## src/logic/dsq_pkg.sv

```systemverilog
// Package: constants and state type for the dual-slope sequencer
package dsq_pkg;

   // ----------------------------------------------------------------
   // Counter landmarks (decimal counter values)
   // ----------------------------------------------------------------
   localparam logic [15:0] HOLD_COUNT    = 16'h4E20; // 20,000: hold stop point
   localparam logic [15:0] AZ_END_COUNT  = 16'h7530; // 30,000: auto-zero ends
   localparam logic [15:0] TOP_COUNT     = 16'h9C3F; // 39,999: last count
   localparam logic [15:0] OVR_COUNT     = 16'h4E20; // 20,000: over-range limit
   localparam logic [15:0] INT_STEPS     = 16'h2710; // 10,000: integrate-input length

   // ----------------------------------------------------------------
   // Oscillator divider counts
   // ----------------------------------------------------------------
   localparam logic [11:0] TRIG_SAMPLE_DIV = 12'h0FA0; // 4000 cycles per trigger sample
   localparam logic [7:0]  SCAN_DIV        = 8'h00C8;  // 200 cycles per digit
   localparam logic [14:0] PULSE_DIV       = 15'h4E20; // 20,000 cycles per pulse period
   localparam logic [14:0] PULSE_HALF      = 15'h2710; // 10,000: pulse high half

   // ----------------------------------------------------------------
   // Reset values and last digit index
   // ----------------------------------------------------------------
   localparam logic [15:0] COUNT_RESET  = 16'h0000;
   localparam logic [2:0]  DIGIT_RESET  = 3'h0;
   localparam logic [2:0]  DIGIT_LAST   = 3'h4;

   // Conversion phases
   typedef enum logic [2:0] {
      ST_AUTO_ZERO,
      ST_HOLD,
      ST_INT_INPUT,
      ST_INT_REF,
      ST_OVERFLOW_WAIT
   } dsq_phase_type;

endpackage

```

## src/logic/dsq_sequencer.sv

```systemverilog
// Dual-slope converter sequencer with multiplexed display output
`timescale 1ns/10ps

// Behaviour
// - Counter advances once per two oscillator cycles.
// - Reference end starts auto-zero, controls low.
// - Trigger high gives back-to-back conversions.
// - Trigger low in auto-zero holds at 20,000.
// - Hold samples trigger every 4000; high resumes.
// - At 30,000 controls high, integrate input.
// - Integrate input lasts exactly 10,000 counts.
// - Rollover 39,999 samples comparator, starts reference.
// - Comparator low: control one low, two high.
// - Comparator high: control one high, two low.
// - Zero crossing ends phase, latches counter.
// - No crossing by 20,000 sets over-range.
// - Over-range blanks all but top digit, sign.
// - Load 17-bit signed result in parallel.
// - Digit scan advances every 200 oscillator cycles.
// - Pulse output at oscillator over 20,000, seven-segment build only.
// - Unconnected trigger reads high, free-running.
// - Outputs seven-segment or BCD per digit.
module dsq_sequencer #(
   parameter bit SEVEN_SEG = 1'b1  // 1: seven-segment build, 0: BCD build
)(
   // Clock and reset
   input  wire logic        clock,
   input  wire logic        rst,
   // Analog processor link
   input  wire logic        comp_in,      // Comparator output, asynchronous
   output logic             ctrl_one,     // Control input one
   output logic             ctrl_two,     // Control input two
   // Trigger (pulled high externally when unconnected)
   input  wire logic        trigger_in,
   // Display
   output logic [6:0]       seg_data,     // Segments (a..g) or BCD in [3:0]
   output logic [4:0]       digit_en,     // One-hot digit enable, bit 4 = most significant
   output logic             sign_neg,     // Sign of the displayed result
   output logic             over_range,   // Over-range indication
   output logic             pulse_out,    // Oscillator divided by 20,000; held low in the BCD build
   output logic [16:0]      result       // Buffered result: sign in bit 16, four BCD digits
);

   // ----------------------------------------------------------------
   // State record
   // ----------------------------------------------------------------
   typedef struct packed {
      logic [2:0]           comp_sync;   // Comparator synchroniser
      logic [2:0]           trig_sync;   // Trigger synchroniser
      logic                 comp_q;      // Filtered comparator level
      logic                 trig_q;      // Filtered trigger level
      logic                 half;        // Divide-by-two for the counter
      logic [15:0]          count;       // Binary image of the decimal counter
      logic [3:0][3:0]      bcd;         // Decimal digits of the counter
      logic                 bcd_top;     // Half digit of the counter
      dsq_pkg::dsq_phase_type phase;     // Conversion phase
      logic                 polarity;    // Comparator level sampled at rollover
      logic [11:0]          trig_div;    // Trigger sample divider in hold
      logic [7:0]           scan_div;    // Digit scan divider
      logic [2:0]           digit;       // Digit being shown
      logic [14:0]          pulse_div;   // Pulse output divider
      logic                 ctrl_one_r;
      logic                 ctrl_two_r;
      logic [16:0]          result_r;
      logic                 top_digit_r; // Half digit of the stored result
      logic                 over_r;
      logic [6:0]           seg_r;
      logic [4:0]           digit_en_r;
      logic                 pulse_r;
   } dsq_state_type;

   dsq_state_type st_r;   // Registered state
   dsq_state_type st_nxt; // Next state

   // ----------------------------------------------------------------
   // Seven-segment encoder (active high segments a..g)
   // ----------------------------------------------------------------
   function automatic logic [6:0] seg_of(input logic [3:0] d);
      logic [6:0] s;
      s = 7'h00;
      unique case (d)
         4'h0: s = 7'h3F;
         4'h1: s = 7'h06;
         4'h2: s = 7'h5B;
         4'h3: s = 7'h4F;
         4'h4: s = 7'h66;
         4'h5: s = 7'h6D;
         4'h6: s = 7'h7D;
         4'h7: s = 7'h07;
         4'h8: s = 7'h7F;
         4'h9: s = 7'h6F;
         default: s = 7'h00;
      endcase
      return s;
   endfunction

   // ----------------------------------------------------------------
   // Next-state logic
   // ----------------------------------------------------------------
   always_comb
   begin
      logic       step;      // Counter advances this cycle
      logic       roll;      // Counter wraps 39,999 -> 0
      logic       crossed;   // Integrator crossed zero
      logic [3:0] shown;     // Digit value to display
      logic       blank;     // Digit is blanked
      logic       carry;
      step    = 1'b0;
      roll    = 1'b0;
      crossed = 1'b0;
      shown   = 4'h0;
      blank   = 1'b0;
      carry   = 1'b0;
      st_nxt  = st_r;

      // Three-stage synchronisers; a change counts once stages two and three agree
      st_nxt.comp_sync = {st_r.comp_sync[1:0], comp_in};
      st_nxt.trig_sync = {st_r.trig_sync[1:0], trigger_in};
      if (st_r.comp_sync[2] == st_r.comp_sync[1])
      begin
         st_nxt.comp_q = st_r.comp_sync[2];
      end
      if (st_r.trig_sync[2] == st_r.trig_sync[1])
      begin
         st_nxt.trig_q = st_r.trig_sync[2];
      end

      // Counter prescale: one step per two oscillator cycles
      st_nxt.half = ~st_r.half;
      step = st_r.half && (st_r.phase != dsq_pkg::ST_HOLD);
      roll = step && (st_r.count == dsq_pkg::TOP_COUNT);

      // Decimal counter, binary image kept alongside
      if (step)
      begin
         if (roll)
         begin
            st_nxt.count   = dsq_pkg::COUNT_RESET;
            st_nxt.bcd     = '0;
            st_nxt.bcd_top = 1'b0;
         end
         else
         begin
            st_nxt.count = st_r.count + 16'h0001;
            carry = 1'b1;
            for (int i = 0; i < 4; i++)
            begin
               if (carry)
               begin
                  if (st_r.bcd[i] == 4'h9)
                  begin
                     st_nxt.bcd[i] = 4'h0;
                  end
                  else
                  begin
                     st_nxt.bcd[i] = st_r.bcd[i] + 4'h1;
                     carry = 1'b0;
                  end
               end
            end
            // Top digit is one bit, toggled on each carry; it is the display half digit
            if (carry)
            begin
               st_nxt.bcd_top = ~st_r.bcd_top;
            end
         end
      end

      // Zero crossing: comparator leaves the level held at rollover
      crossed = (st_r.comp_q != st_r.polarity);

      // Phase sequencing
      unique case (st_r.phase)
         dsq_pkg::ST_AUTO_ZERO:
         begin
            st_nxt.ctrl_one_r = 1'b0;
            st_nxt.ctrl_two_r = 1'b0;
            if (step && (st_nxt.count == dsq_pkg::HOLD_COUNT) && !st_r.trig_q)
            begin
               // Stop the counter at 20,000 and wait for the trigger
               st_nxt.phase    = dsq_pkg::ST_HOLD;
               st_nxt.trig_div = '0;
            end
            else if (step && (st_nxt.count == dsq_pkg::AZ_END_COUNT))
            begin
               st_nxt.phase      = dsq_pkg::ST_INT_INPUT;
               st_nxt.ctrl_one_r = 1'b1;
               st_nxt.ctrl_two_r = 1'b1;
            end
         end
         dsq_pkg::ST_HOLD:
         begin
            // Trigger sampled once per 4000 oscillator pulses
            if (st_r.trig_div == dsq_pkg::TRIG_SAMPLE_DIV - 12'h001)
            begin
               st_nxt.trig_div = '0;
               if (st_r.trig_q)
               begin
                  st_nxt.phase = dsq_pkg::ST_AUTO_ZERO;
               end
            end
            else
            begin
               st_nxt.trig_div = st_r.trig_div + 12'h001;
            end
         end
         dsq_pkg::ST_INT_INPUT:
         begin
            // Runs 30,000 to 39,999 then rollover: 10,000 steps
            if (roll)
            begin
               st_nxt.phase      = dsq_pkg::ST_INT_REF;
               st_nxt.polarity   = st_r.comp_q;
               st_nxt.ctrl_one_r = st_r.comp_q;
               st_nxt.ctrl_two_r = ~st_r.comp_q;
            end
         end
         dsq_pkg::ST_INT_REF:
         begin
            if (crossed)
            begin
               // Store sign, half digit and four digits in one load
               st_nxt.result_r    = {~st_r.polarity, st_r.bcd};
               st_nxt.top_digit_r = st_r.bcd_top;
               st_nxt.over_r     = 1'b0;
               st_nxt.phase      = dsq_pkg::ST_OVERFLOW_WAIT;
            end
            else if (step && (st_nxt.count == dsq_pkg::OVR_COUNT))
            begin
               st_nxt.result_r    = {~st_r.polarity, 16'h0000};
               st_nxt.top_digit_r = 1'b1;
               st_nxt.over_r     = 1'b1;
               st_nxt.phase      = dsq_pkg::ST_OVERFLOW_WAIT;
            end
         end
         dsq_pkg::ST_OVERFLOW_WAIT:
         begin
            // Controls low: analog side is back in auto-zero
            st_nxt.ctrl_one_r = 1'b0;
            st_nxt.ctrl_two_r = 1'b0;
            st_nxt.phase      = dsq_pkg::ST_AUTO_ZERO;
         end
         default:
         begin
            st_nxt.phase = dsq_pkg::ST_AUTO_ZERO;
         end
      endcase

      // Digit scan, one digit per 200 oscillator cycles
      if (st_r.scan_div == dsq_pkg::SCAN_DIV - 8'h01)
      begin
         st_nxt.scan_div = '0;
         st_nxt.digit    = (st_r.digit == dsq_pkg::DIGIT_LAST) ? dsq_pkg::DIGIT_RESET
                                                              : st_r.digit + 3'h1;
      end
      else
      begin
         st_nxt.scan_div = st_r.scan_div + 8'h01;
      end

      // Output for the digit now selected
      if (st_r.digit == dsq_pkg::DIGIT_LAST)
      begin
         // Half digit; the sign has an output of its own
         shown = {3'h0, st_r.top_digit_r};
      end
      else
      begin
         shown = st_r.result_r[st_r.digit*4 +: 4];
         blank = st_r.over_r;
      end
      if (blank)
      begin
         st_nxt.seg_r = 7'h00;
      end
      else if (SEVEN_SEG)
      begin
         st_nxt.seg_r = seg_of(shown);
      end
      else
      begin
         st_nxt.seg_r = {3'h0, shown};
      end
      st_nxt.digit_en_r = 5'h01 << st_r.digit;

      // Pulse output: oscillator divided by 20,000, held low in the BCD build
      if (st_r.pulse_div == dsq_pkg::PULSE_DIV - 15'h0001)
      begin
         st_nxt.pulse_div = '0;
      end
      else
      begin
         st_nxt.pulse_div = st_r.pulse_div + 15'h0001;
      end
      st_nxt.pulse_r = SEVEN_SEG && (st_r.pulse_div < dsq_pkg::PULSE_HALF);
   end

   // ----------------------------------------------------------------
   // State register
   // ----------------------------------------------------------------
   always_ff @(posedge clock or posedge rst)
   begin
      if (rst)
      begin
         st_r           <= '0;
         st_r.comp_sync <= 3'h0;
         st_r.trig_sync <= 3'h7;
         st_r.trig_q    <= 1'b1;
         st_r.phase     <= dsq_pkg::ST_AUTO_ZERO;
         st_r.digit     <= dsq_pkg::DIGIT_RESET;
      end
      else
      begin
         st_r <= st_nxt;
      end
   end

   // Outputs straight from the state register
   assign ctrl_one   = st_r.ctrl_one_r;
   assign ctrl_two   = st_r.ctrl_two_r;
   assign seg_data   = st_r.seg_r;
   assign digit_en   = st_r.digit_en_r;
   assign sign_neg   = st_r.result_r[16];
   assign over_range = st_r.over_r;
   assign pulse_out  = st_r.pulse_r;
   assign result     = st_r.result_r;

endmodule // dsq_sequencer
```

## config.mk

```make
export PLATFORM = sky130hd
export DESIGN_NAME = dsq_sequencer
export DESIGN_NICKNAME = d
export VERILOG_FILES = /design/src/logic/dsq_pkg.sv /design/src/logic/dsq_sequencer.sv
export SDC_FILE = /design/constraint.sdc
export NUM_CORES = 1
export LEC_CHECK = 0
export BUFFER_PORTS_ARGS = -buffer_cell sky130_fd_sc_hd__buf_2
export CAP_MARGIN = 40
export CORE_UTILIZATION = 45
export DETAILED_ROUTE_END_ITERATION = 12
export PLACE_DENSITY_LB_ADDON = 0.2
export SLEW_MARGIN = 10
export SYNTH_ARGS = -nofsm -noshare
export SYNTH_HDL_FRONTEND = slang
export SYNTH_SLANG_ARGS = --single-unit
```

## constraint.sdc

```tcl
create_clock -name clock -period 3.3 [get_ports clock]
set_input_delay 0 -clock clock [delete_from_list [all_inputs] [get_ports clock]]
set_output_delay 0 -clock clock [all_outputs]
set_load 0.1 [all_outputs]
```

==> metrics.yaml, run 1 <==
cts-buffers-inserted: 17
synthesis.area_mm2: 0.006007
cts_tree: "yes"
cts.sinks: 118
internal_power_mw: 2.609
maxSlewViolCount: 0
cp_common_cell: "nor4_2"
peakVddDrop_v: 0.0003231
dp_slack_ns: 0.4478
final_nets: 636
synth_nets: 612
p_seq_frac: 0.446
p_sw_mw: 0.6692
required_ns: 3.60
finalHoldViolCount: 0
cp_slowest_cell: "nor3b_2"
async_flop_share: 1.000
portBuffers: 37
sw_frac_of_total: 0.2041
rsz0062_at_grt: "false"
clkPwrFrac: 0.542
core_mm2: 0.01282
ys.flop_type: "dfrtp_1"
antenna_found_initial: 0
synth_edf_count: 0
diodes: 0
period_share: 0.8726
grt_pass1_vias: 4149
syn_inst: 587
drive_above_1_share: 0.1715
die_w_um: 117.5
slew_headroom: 0.4632
final.setup.tns_ns: 0
cp_cell_sequence: "nor3b_2 -> nor4_2 -> xnor2_1 -> nor4_2 -> nand4bb_4 -> a21o_1 -> a22o_1"
first_iter_violations: 379
grt_use_met1: 0.2541
yosysSeqAreaShare: 0.4924
cts_resized: 0
grt_overflow: 0
num_rows: 41
dr_total_vias: 4339
hp-class: "input port to register"
drv_cap: 0
powerDensity_mw_per_mm2: 482.8
max_freq_ghz: 0.3473
drc_errors: 0
initial_core_util: 0.4684
tightest_slew_ns: 0.7978
grt_util_met2: 0.2981
fin_hold_ws_ns: 0.2278
grt_max_degree: 54
clk_latency_ns: 0.41
routed_wl_mm: 12.06
finClkSkew_ns: 0.007057
gr-usage-met3: 0.04942
yosysWarnings: 0
cp_slowest_stage_delay_ns: 0.62
ys_ff_latch: 118
path_buf_inv: 0
min_period_ns: 2.879
critPathLaunchType: "register"
die-area_mm2: 0.01381
grt.total_usage: 0.1898
viasPerCell: 5.451
clockBufferDepth: 2
setup_viol_count_final: 0
ys_types: 61
antenna_left: 0
grt_busiest_layer: "met2"
cts_htree_levels: 4
cp_max_fo: 17
p_leak_nw: 3.152
place_hpwl_mm: 8.466
critPathKind: "register to register"
pwr-share-comb: 0.012
avgRoutedWirePerCell_um: 15.14
power_mw: 3.278
reg2reg_from: "st_r[74]"
cp-startpoint: "st_r[74]"
io_pins: 38
fin_ws_ns: 0.4206
outcome: "complete, no violations"
syn-mean-instance-area_um2: 10.23
grt_pass1_wl_mm: 20.73
cts-root-buf: "clkbuf_16"
endpoint_kind: "register"
cp_top_family: "simple AND/OR/NAND/NOR gates"
hold_start: "trigger_in"
firstDrtPassIters: 7
cts.clk_slew.worst_paths_ns: 0.05
syn_to_final_growth_pct: 13.04
arrival_ns: 3.18
gp_congestion: 0.8645
fp.dieH_um: 117.5
[power groups by stage]
stage / sequential (mW) / combinational (mW) / clock (mW)
after detailed placement: 1.49 / 0.0396 / 0
final: 1.46 / 0.0391 / 1.78
after global routing: 1.46 / 0.0472 / 1.89
after global placement: 1.49 / 0.0390 / 0
after CTS: 1.46 / 0.0423 / 1.81
after floorplan: 1.49 / 0.0254 / 0
[flip-flops by register name, indices dropped and copies added (netlist names), 4 cells and up]
signal	count
digit_en	5
result	17
seg_data	7
st_nxt	4
st_r	81
[cell families after synthesis]
family                   after synthesis  synth area share
AND/OR/NAND/NOR                      231            0.2054
buffers and inverters                 66           0.06311
flip-flops                           118            0.4924
multiplexers                          13           0.03124
XOR/XNOR                              37           0.05395
AO/OA/AOI/OAI                         99            0.1069
adder cells (fa/ha/maj)               23           0.04707
[cells in the mapped netlist (all sizes together), types with 5 or more instances]
library cell,count,share of area
a21oi,19,0.016
mux2,6,0.011
xnor2,19,0.028
nor2,50,0.031
nor3,14,0.012
inv,19,0.012
nand2,55,0.034
clkbuf,8,0.0052
o31ai,9,0.011
and3,10,0.010
ha,21,0.044
dfrtp,114,0.47
nor4,10,0.015
o21ai,32,0.027
a31oi,5,0.0052
a22o,16,0.023
buf,39,0.046
nand3,35,0.029
nor2b,12,0.012
xor2,18,0.026
nand4,13,0.016
[repair_timing]
| action | CTS | global route |
|---|---|---|
| endpoints found under the hold margin | 53 | 0 |
| buffers inserted | 0 | 0 |
| hold buffers | 3 | 0 |
| setup endpoints to repair | 0 | 0 |
[stage by stage]
| stage | utilization | cells | area, µm² |
|---|---|---|---|
| 6_report | 0.5295 | 796 | 6790 |
| 5_1_grt | 0.5295 | 796 | 6790 |
| 4_1_cts | 0.5295 | 796 | 6790 |
| 3_5_place_dp | 0.4826 | 761 | 6190 |
| 3_3_place_gp | 0.4817 | 759 | 6177 |
| 2_1_floorplan | - | 587 | 6007 |
[worst paths after layout]
| kind | endpoint | slack, ns | cells after the start |
|---|---|---|---|
| min | st_nxt[113] | 0.23 | 2 |
| min reg2reg | st_nxt[114] | 0.35 | 0 |
| max in group asynchronous | st_nxt[113] | 2.15 | 4 |
| min in group asynchronous | st_r[83] | 0.25 | 3 |
| max reg2reg | result[10] | 0.42 | 7 |
| max | result[10] | 0.42 | 7 |
[routing by layer]
layer | share of wire | up-vias
li1 | - | 2100
met1 | 0.48 | 2141
met2 | 0.47 | 76
met3 | 0.033 | 22
met4 | 0.016 | 0
met5 | 0 | -
[cell usage in the layout (no fill, tap or decap), drive strengths merged, types with 4 or more instances in the layout]
master | netlist | layout
nand4 | 13 | 13
ha | 21 | 21
nor2 | 50 | 50
inv | 19 | 19
nor4 | 10 | 10
nand2 | 55 | 55
clkbuf | 8 | 23
nand3 | 35 | 35
o31ai | 9 | 9
and2 | 4 | 4
o21ai | 32 | 32
xor2 | 18 | 18
nor2b | 12 | 12
a22o | 16 | 16
dfstp | 4 | 4
a31oi | 5 | 5
a21oi | 19 | 19
clkinv | 0 | 4
mux2 | 6 | 6
and3 | 10 | 10
dfrtp | 114 | 114
xnor2 | 19 | 19
nor3 | 14 | 14
buf | 39 | 49
mux4 | 4 | 4
or3 | 4 | 4
[area by class of cell]
cell class / instances / area [µm²]
fill: 1184 / 6035
sequential: 118 / 2958
multi-input combinational: 403 / 2670
clock buffer: 23 / 467.9
timing repair buffer: 52 / 302.8
tap: 172 / 215.2
clock inverter: 9 / 102.6
inverter: 19 / 73.82
Note: power is estimated with default switching activity, not from simulation.
==> run 2, diff against run 1 <==
--- a/config.mk
+++ b/config.mk
@@ -5,9 +5,10 @@
 export SDC_FILE = /design/constraint.sdc
 export NUM_CORES = 1
 export LEC_CHECK = 0
-export BUFFER_PORTS_ARGS = -buffer_cell sky130_fd_sc_hd__buf_2
+export BUFFER_PORTS_ARGS = -buffer_cell sky130_fd_sc_hd__buf_4
 export CAP_MARGIN = 40
 export CORE_UTILIZATION = 45
+export CTS_CLUSTER_SIZE = 25
 export DETAILED_ROUTE_END_ITERATION = 12
 export PLACE_DENSITY_LB_ADDON = 0.2
 export SLEW_MARGIN = 10
==> run 2 against run 1 <==
Effect of this change:
- sequential power barely moved
- non-clock buffer count fell by 2
- largest cell class unchanged
- design area rose by 0.85%
- largest power group unchanged
- flip-flop and latch count did not move
- fmax fell by 3.1%
- cell count fell by 0.25%
==> metrics.yaml, run 2 (synthesis results as in run 1) <==
outcome: "complete, no violations"  # unchanged
die_w_um: 117.5  # unchanged
hp-class: "input port to register"  # unchanged
required_ns: 3.60  # about the same
finClkSkew_ns: 0.01025  # was 0.007057 ns
grt_overflow: 0  # unchanged
min_period_ns: 2.972  # was 2.879 ns
largest_register_ffs: 81  # unchanged
power_mw: 3.226  # was 3.278 mW
regArea_mm2: 0.002958  # unchanged
dr_total_vias: 4291  # was 4339
pwr-share-comb: 0.012  # about the same
maxSlewViolCount: 0  # unchanged
initial_core_util: 0.4684  # unchanged
io_pins: 38  # unchanged
p_sw_mw: 0.6468  # was 0.6692 mW
top_register: "st_r"  # unchanged
cts_htree_levels: 4  # unchanged
rsz0062_at_grt: "false"  # unchanged
reg2reg_setup_slack_ns: 0.33  # was 0.42 ns
sw_frac_of_total: 0.2005  # was 0.2041
cts_resized: 0  # unchanged
cp_slowest_cell: "a2111oi_0"  # was nor3b_2
hold_depth: 2  # unchanged
grt_pass1_wl_mm: 20.59  # was 20.73 mm
cts.sinks: 118  # unchanged
gp_congestion: 0.8451  # was 0.8645
reg2reg_depth: 7  # unchanged
place_hpwl_mm: 8.227  # was 8.466 mm
arrival_ns: 3.27  # was 3.18 ns
antenna_left: 0  # unchanged
cts_tree: "yes"  # unchanged
cts-buffers-inserted: 17  # unchanged
fin_ws_ns: 0.3284  # was 0.4206 ns
avgRoutedWirePerCell_um: 15.02  # was 15.14 µm
viasPerCell: 5.404  # was 5.451
cts.clk_slew.worst_paths_ns: 0.05  # about the same
peakVddDrop_v: 0.0003952  # was 0.0003231 V
final.setup.tns_ns: 0  # unchanged
antenna_found_initial: 0  # unchanged
slew_headroom: 0.4185  # was 0.4632
grt.total_usage: 0.1882  # was 0.1898
first_iter_violations: 309  # was 379
syn_to_final_growth_pct: 14.00  # was 13.04%
portBuffers: 37  # unchanged
fin_hold_ws_ns: 0.2437  # was 0.2278 ns
final_cell_mix: "114 x dfrtp_1, 55 x nand2_1, 50 x nor2_1"  # unchanged
drc_errors: 0  # unchanged
min_delay_worst_endpoint: "st_nxt[116]"  # was st_nxt[113]
dp_slack_ns: 0.3378  # was 0.4478 ns
p_leak_nw: 3.152  # about the same
internal_power_mw: 2.579  # was 2.609 mW
grt_max_degree: 60  # was 54
endpoint_kind: "register"  # unchanged
p_seq_frac: 0.453  # was 0.446
final_nets: 634  # was 636
cp_top_family: "compound AO/OA/AOI/OAI gates"  # was simple AND/OR/NAND/NOR gates
routed_wl_mm: 11.93  # was 12.06 mm
post-cts-setup-buffer-count: 0  # unchanged
finalHoldViolCount: 0  # unchanged
max_freq_ghz: 0.3365  # was 0.3473 GHz
tightest_slew_ns: 0.8685  # was 0.7978 ns
setup_viol_count_final: 0  # unchanged
cp_max_fo: 17  # unchanged
hold_start: "comp_in"  # was trigger_in
clockBufferDepth: 2  # unchanged
diodes: 0  # unchanged
critPathLaunchType: "register"  # unchanged
reg2reg_from: "st_r[74]"  # unchanged
period_share: 0.9005  # was 0.8726
multi_input_area_mm2: 0.002670  # unchanged
cts-root-buf: "clkbuf_16"  # unchanged
die-area_mm2: 0.01381  # unchanged
drv_cap: 0  # unchanged
fp.dieH_um: 117.5  # unchanged
path_buf_inv: 0  # unchanged
powerDensity_mw_per_mm2: 471.1  # was 482.8 mW/mm²
core_mm2: 0.01282  # unchanged
grt_pass1_vias: 4257  # was 4149
num_rows: 41  # unchanged
drive_above_1_share: 0.1624  # was 0.1715
clkPwrFrac: 0.534  # was 0.542
cp_slowest_stage_delay_ns: 0.57  # was 0.62 ns
clk_latency_ns: 0.42  # was 0.41 ns
firstDrtPassIters: 4  # was 7
final_common_cell: "dfrtp_1"  # unchanged
n_fill_cell: 1127  # was 1184
cp_cell_sequence: "or3b_1 -> nand2_1 -> a2111oi_0 -> nand4_1 -> nand4bb_4 -> a21o_1 -> a22o_1"  # was nor3b_2 -> nor4_2 -> xnor2_1 -> nor4_2 -> nand4bb_4 -> a21o_1 -> a22o_1
worstReg2RegEnd: "result[5]"  # was result[10]
critPathKind: "register to register"  # unchanged
[run 2: cell count changes in the layout (fill, tap and decap cells not counted)]
| cell | change |
|---|---|
| clkinv_2 | -2 |
| bufinv_16 | -1 |
| buf_4 | +35 |
| buf_2 | -37 |
| clkinvlp_4 | -3 |
| clkbuf_1 | +4 |
| clkbuf_8 | +2 |
[run 2: timing repair]
item,CTS,global route
hold buffers,3,0
hold endpoints to repair,59,0
endpoints found under the setup margin,0,0
[run 2: layout make-up]
| cell class | count | area share |
|---|---|---|
| Sequential cell | 118 | 0.4319 |
| Multi-Input combinational cell | 403 | 0.3899 |
| Clock buffer | 29 | 0.07455 |
| Timing Repair Buffer | 50 | 0.05555 |
| Tap cell | 172 | 0.03143 |
| Inverter | 19 | 0.01078 |
| Clock inverter | 3 | 0.005847 |
[run 2: worst max path at each step]
stage,to,cells past startpoint,slack [ns],startpoint
finish,result[5],7,0.33,st_r[74]
floorplan,ctrl_one,1,0.18,rst
detailed placement,result[10],7,0.34,st_r[74]
CTS,result[5],7,0.32,st_r[74]
global placement,result[7],7,0.45,st_r[74]
global route,result[5],7,0.03,st_r[74]
[run 2: metal layers]
metal  up-vias  part of all wire  global-route usage
met4         0            0.0089             0.06170
met1      2110              0.48              0.2436
met5         -                 0                   0
met2        82              0.48              0.3018
li1       2091                 -                   -
met3         8             0.039             0.05669
[run 2: per-stage QoR]
stage	std cells	instance area [µm²]	util
floorplan	587	6007	-
global placement	757	6255	0.4877
detailed placement	759	6267	0.4887
CTS	794	6848	0.5340
global route	794	6848	0.5340
finish	794	6848	0.5340
[run 2: power groups by stage]
stage,clock network [mW],registers (mW),logic (mW)
2_1_floorplan,0,1.49,0.0254
3_3_place_gp,0,1.49,0.0390
3_5_place_dp,0,1.49,0.0400
4_1_cts,1.76,1.46,0.0429
5_1_grt,1.82,1.46,0.0486
6_report,1.72,1.46,0.0400
[run 2: worst reg2reg max path, delay by kind of cell, from the launching register on]
family | cells | cell delay, ns
flops | 1 | 0.51
simple gates | 4 | 1.10
compound gates | 3 | 1.26
==> run 3, diff against run 2 <==
--- a/config.mk
+++ b/config.mk
@@ -10,6 +10,8 @@
 export CORE_UTILIZATION = 45
 export CTS_CLUSTER_SIZE = 25
 export DETAILED_ROUTE_END_ITERATION = 12
+export HOLD_SLACK_MARGIN = 0.15
+export MAX_ROUTING_LAYER = met4
 export PLACE_DENSITY_LB_ADDON = 0.2
 export SLEW_MARGIN = 10
 export SYNTH_ARGS = -nofsm -noshare
==> run 3 against run 2 <==
Effect of this change:
- clock-buffer cell count stayed put
- total power hardly changed
- largest cell class unchanged
- highest routed layer unchanged
- flip-flop and latch count stayed put
- register-to-register slack hardly changed
- core utilization stayed put
==> metrics.yaml, run 3 (synthesis results as in run 1) <==
sw_frac_of_total: 0.1998  # was 0.2005
finClkSkew_ns: 0.007819  # was 0.01025 ns
largest_register_ffs: 81  # unchanged
place_hpwl_mm: 8.227  # unchanged
antenna_found_initial: 0  # unchanged
period_share: 0.8997  # was 0.9005
grt_use_met1: 0.2427  # was 0.2436
final_cell_mix: "114 x dfrtp_1, 55 x nand2_1, 50 x nor2_1"  # unchanged
maxSlewViolCount: 0  # unchanged
hp-class: "input port to register"  # unchanged
critPathLaunchType: "register"  # unchanged
dr_total_vias: 4328  # was 4291
outcome: "complete, no violations"  # unchanged
grt_util_met2: 0.3029  # was 0.3018
placed_cells: 759  # unchanged
peakVddDrop_v: 0.0003934  # was 0.0003952 V
grt.total_usage: 0.1937  # was 0.1882
core_mm2: 0.01282  # unchanged
min_delay_worst_endpoint: "st_nxt[116]"  # unchanged
reg2reg_setup_slack_ns: 0.33  # about the same
clkPwrFrac: 0.534  # about the same
pwr-share-comb: 0.012  # about the same
p_leak_nw: 3.152  # unchanged
viasPerCell: 5.451  # was 5.404
p_sw_mw: 0.6442  # was 0.6468 mW
clockBufferDepth: 2  # unchanged
critPathKind: "register to register"  # unchanged
internal_power_mw: 2.580  # was 2.579 mW
clk_latency_ns: 0.41  # was 0.42 ns
final_common_cell: "dfrtp_1"  # unchanged
firstDrtPassIters: 4  # unchanged
grt_overflow: 0  # unchanged
die_w_um: 117.5  # unchanged
stdcell_count: 794  # unchanged
hold_start: "comp_in"  # unchanged
drive_above_1_share: 0.1624  # unchanged
grt_max_degree: 60  # unchanged
arrival_ns: 3.27  # about the same
cts_htree_levels: 4  # unchanged
min_period_ns: 2.969  # was 2.972 ns
reg2reg_depth: 7  # unchanged
cts_tree: "yes"  # unchanged
rsz0062_at_grt: "false"  # unchanged
final_nets: 634  # unchanged
p_seq_frac: 0.454  # was 0.453
num_rows: 41  # unchanged
fp.dieH_um: 117.5  # unchanged
cts.clk_slew.worst_paths_ns: 0.05  # about the same
worstReg2RegEnd: "result[5]"  # unchanged
power_mw: 3.224  # was 3.226 mW
setup_viol_count_final: 0  # unchanged
drv_cap: 0  # unchanged
powerDensity_mw_per_mm2: 470.8  # was 471.1 mW/mm²
cts-root-buf: "clkbuf_16"  # unchanged
tightest_slew_ns: 0.8690  # was 0.8685 ns
avgRoutedWirePerCell_um: 15.01  # was 15.02 µm
dpl-instance-area_mm2: 0.006267  # unchanged
fin_hold_ws_ns: 0.2410  # was 0.2437 ns
diodes: 0  # unchanged
gp_congestion: 0.8584  # was 0.8451
slew_headroom: 0.4181  # was 0.4185
cts-buffers-inserted: 17  # unchanged
hold_depth: 2  # unchanged
antenna_left: 0  # unchanged
initial_core_util: 0.4684  # unchanged
io_pins: 38  # unchanged
die-area_mm2: 0.01381  # unchanged
endpoint_kind: "register"  # unchanged
routed_wl_mm: 11.92  # was 11.93 mm
cts.sinks: 118  # unchanged
final.setup.tns_ns: 0  # unchanged
finalHoldViolCount: 0  # unchanged
top_register: "st_r"  # unchanged
gr-usage-met3: 0.05039  # was 0.05669
first_iter_violations: 249  # was 309
max_freq_ghz: 0.3368  # was 0.3365 GHz
grt_pass1_vias: 4257  # unchanged
cp_max_fo: 17  # unchanged
grt_pass1_wl_mm: 20.59  # unchanged
portBuffers: 37  # unchanged
drc_errors: 0  # unchanged
syn_to_final_growth_pct: 14.00  # unchanged
required_ns: 3.60  # about the same
grt_busiest_layer: "met2"  # unchanged
finalInstanceArea_mm2: 0.006848  # unchanged
reg2reg_from: "st_r[74]"  # unchanged
-- run 3: cell counts in the layout (fill, tap and decap cells not counted) --
No cell type changed its count.
-- run 3: metal layers --
layer / wire, µm / up-vias
met1: 5718 / 2142
li1: - / 2099
met4: 147 / 0
met2: 5611 / 76
met3: 444 / 11
met5: 0 / -
-- run 3: area by class of cell --
type | count | area (µm²)
Clock buffer | 29 | 510.5
Clock inverter | 3 | 40.04
Fill cell | 1127 | 5977
Inverter | 19 | 73.82
Multi-Input combinational cell | 403 | 2670
Sequential cell | 118 | 2958
Tap cell | 172 | 215.2
Timing Repair Buffer | 50 | 380.4
-- run 3: worst max path at each step --
stage | startpoint | end | slack (ns) | depth (start not counted)
after floorplan | rst | ctrl_one | 0.18 | 1
after global placement | st_r[74] | result[7] | 0.45 | 7
after detailed placement | st_r[74] | result[10] | 0.34 | 7
after CTS | st_r[74] | result[5] | 0.32 | 7
after global routing | st_r[74] | result[5] | 0.03 | 7
final | st_r[74] | result[5] | 0.33 | 7
-- run 3: what timing repair did --
action,CTS,global route
buffers inserted,0,0
hold buffers,3,0
hold endpoints to repair,59,0
resized for setup,0,0
-- run 3: critical path: stages, from the launching register on --
cell and delay, ns:
dfrtp_1 0.51, or3b_1 0.29, nand2_1 0.27, a2111oi_0 0.57
nand4_1 0.23, nand4bb_4 0.30, a21o_1 0.41, a22o_1 0.27
-- run 3: metrics by stage --
| step | setup slack, ns | utilization |
|---|---|---|
| floorplan | 0.1775 | - |
| global placement | 0.4543 | 0.4877 |
| detailed placement | 0.3378 | 0.4887 |
| CTS | 0.3177 | 0.5340 |
| global route | 0.02730 | 0.5340 |
| finish | 0.3311 | 0.5340 |
-- run 3: power by group through the flow --
stage / Combinational (mW) / Clock, mW / Sequential (mW)
after floorplan: 0.0254 / 0 / 1.49
after global placement: 0.0390 / 0 / 1.49
after detailed placement: 0.0400 / 0 / 1.49
after CTS: 0.0429 / 1.76 / 1.46
after global routing: 0.0485 / 1.82 / 1.46
final: 0.0398 / 1.72 / 1.46
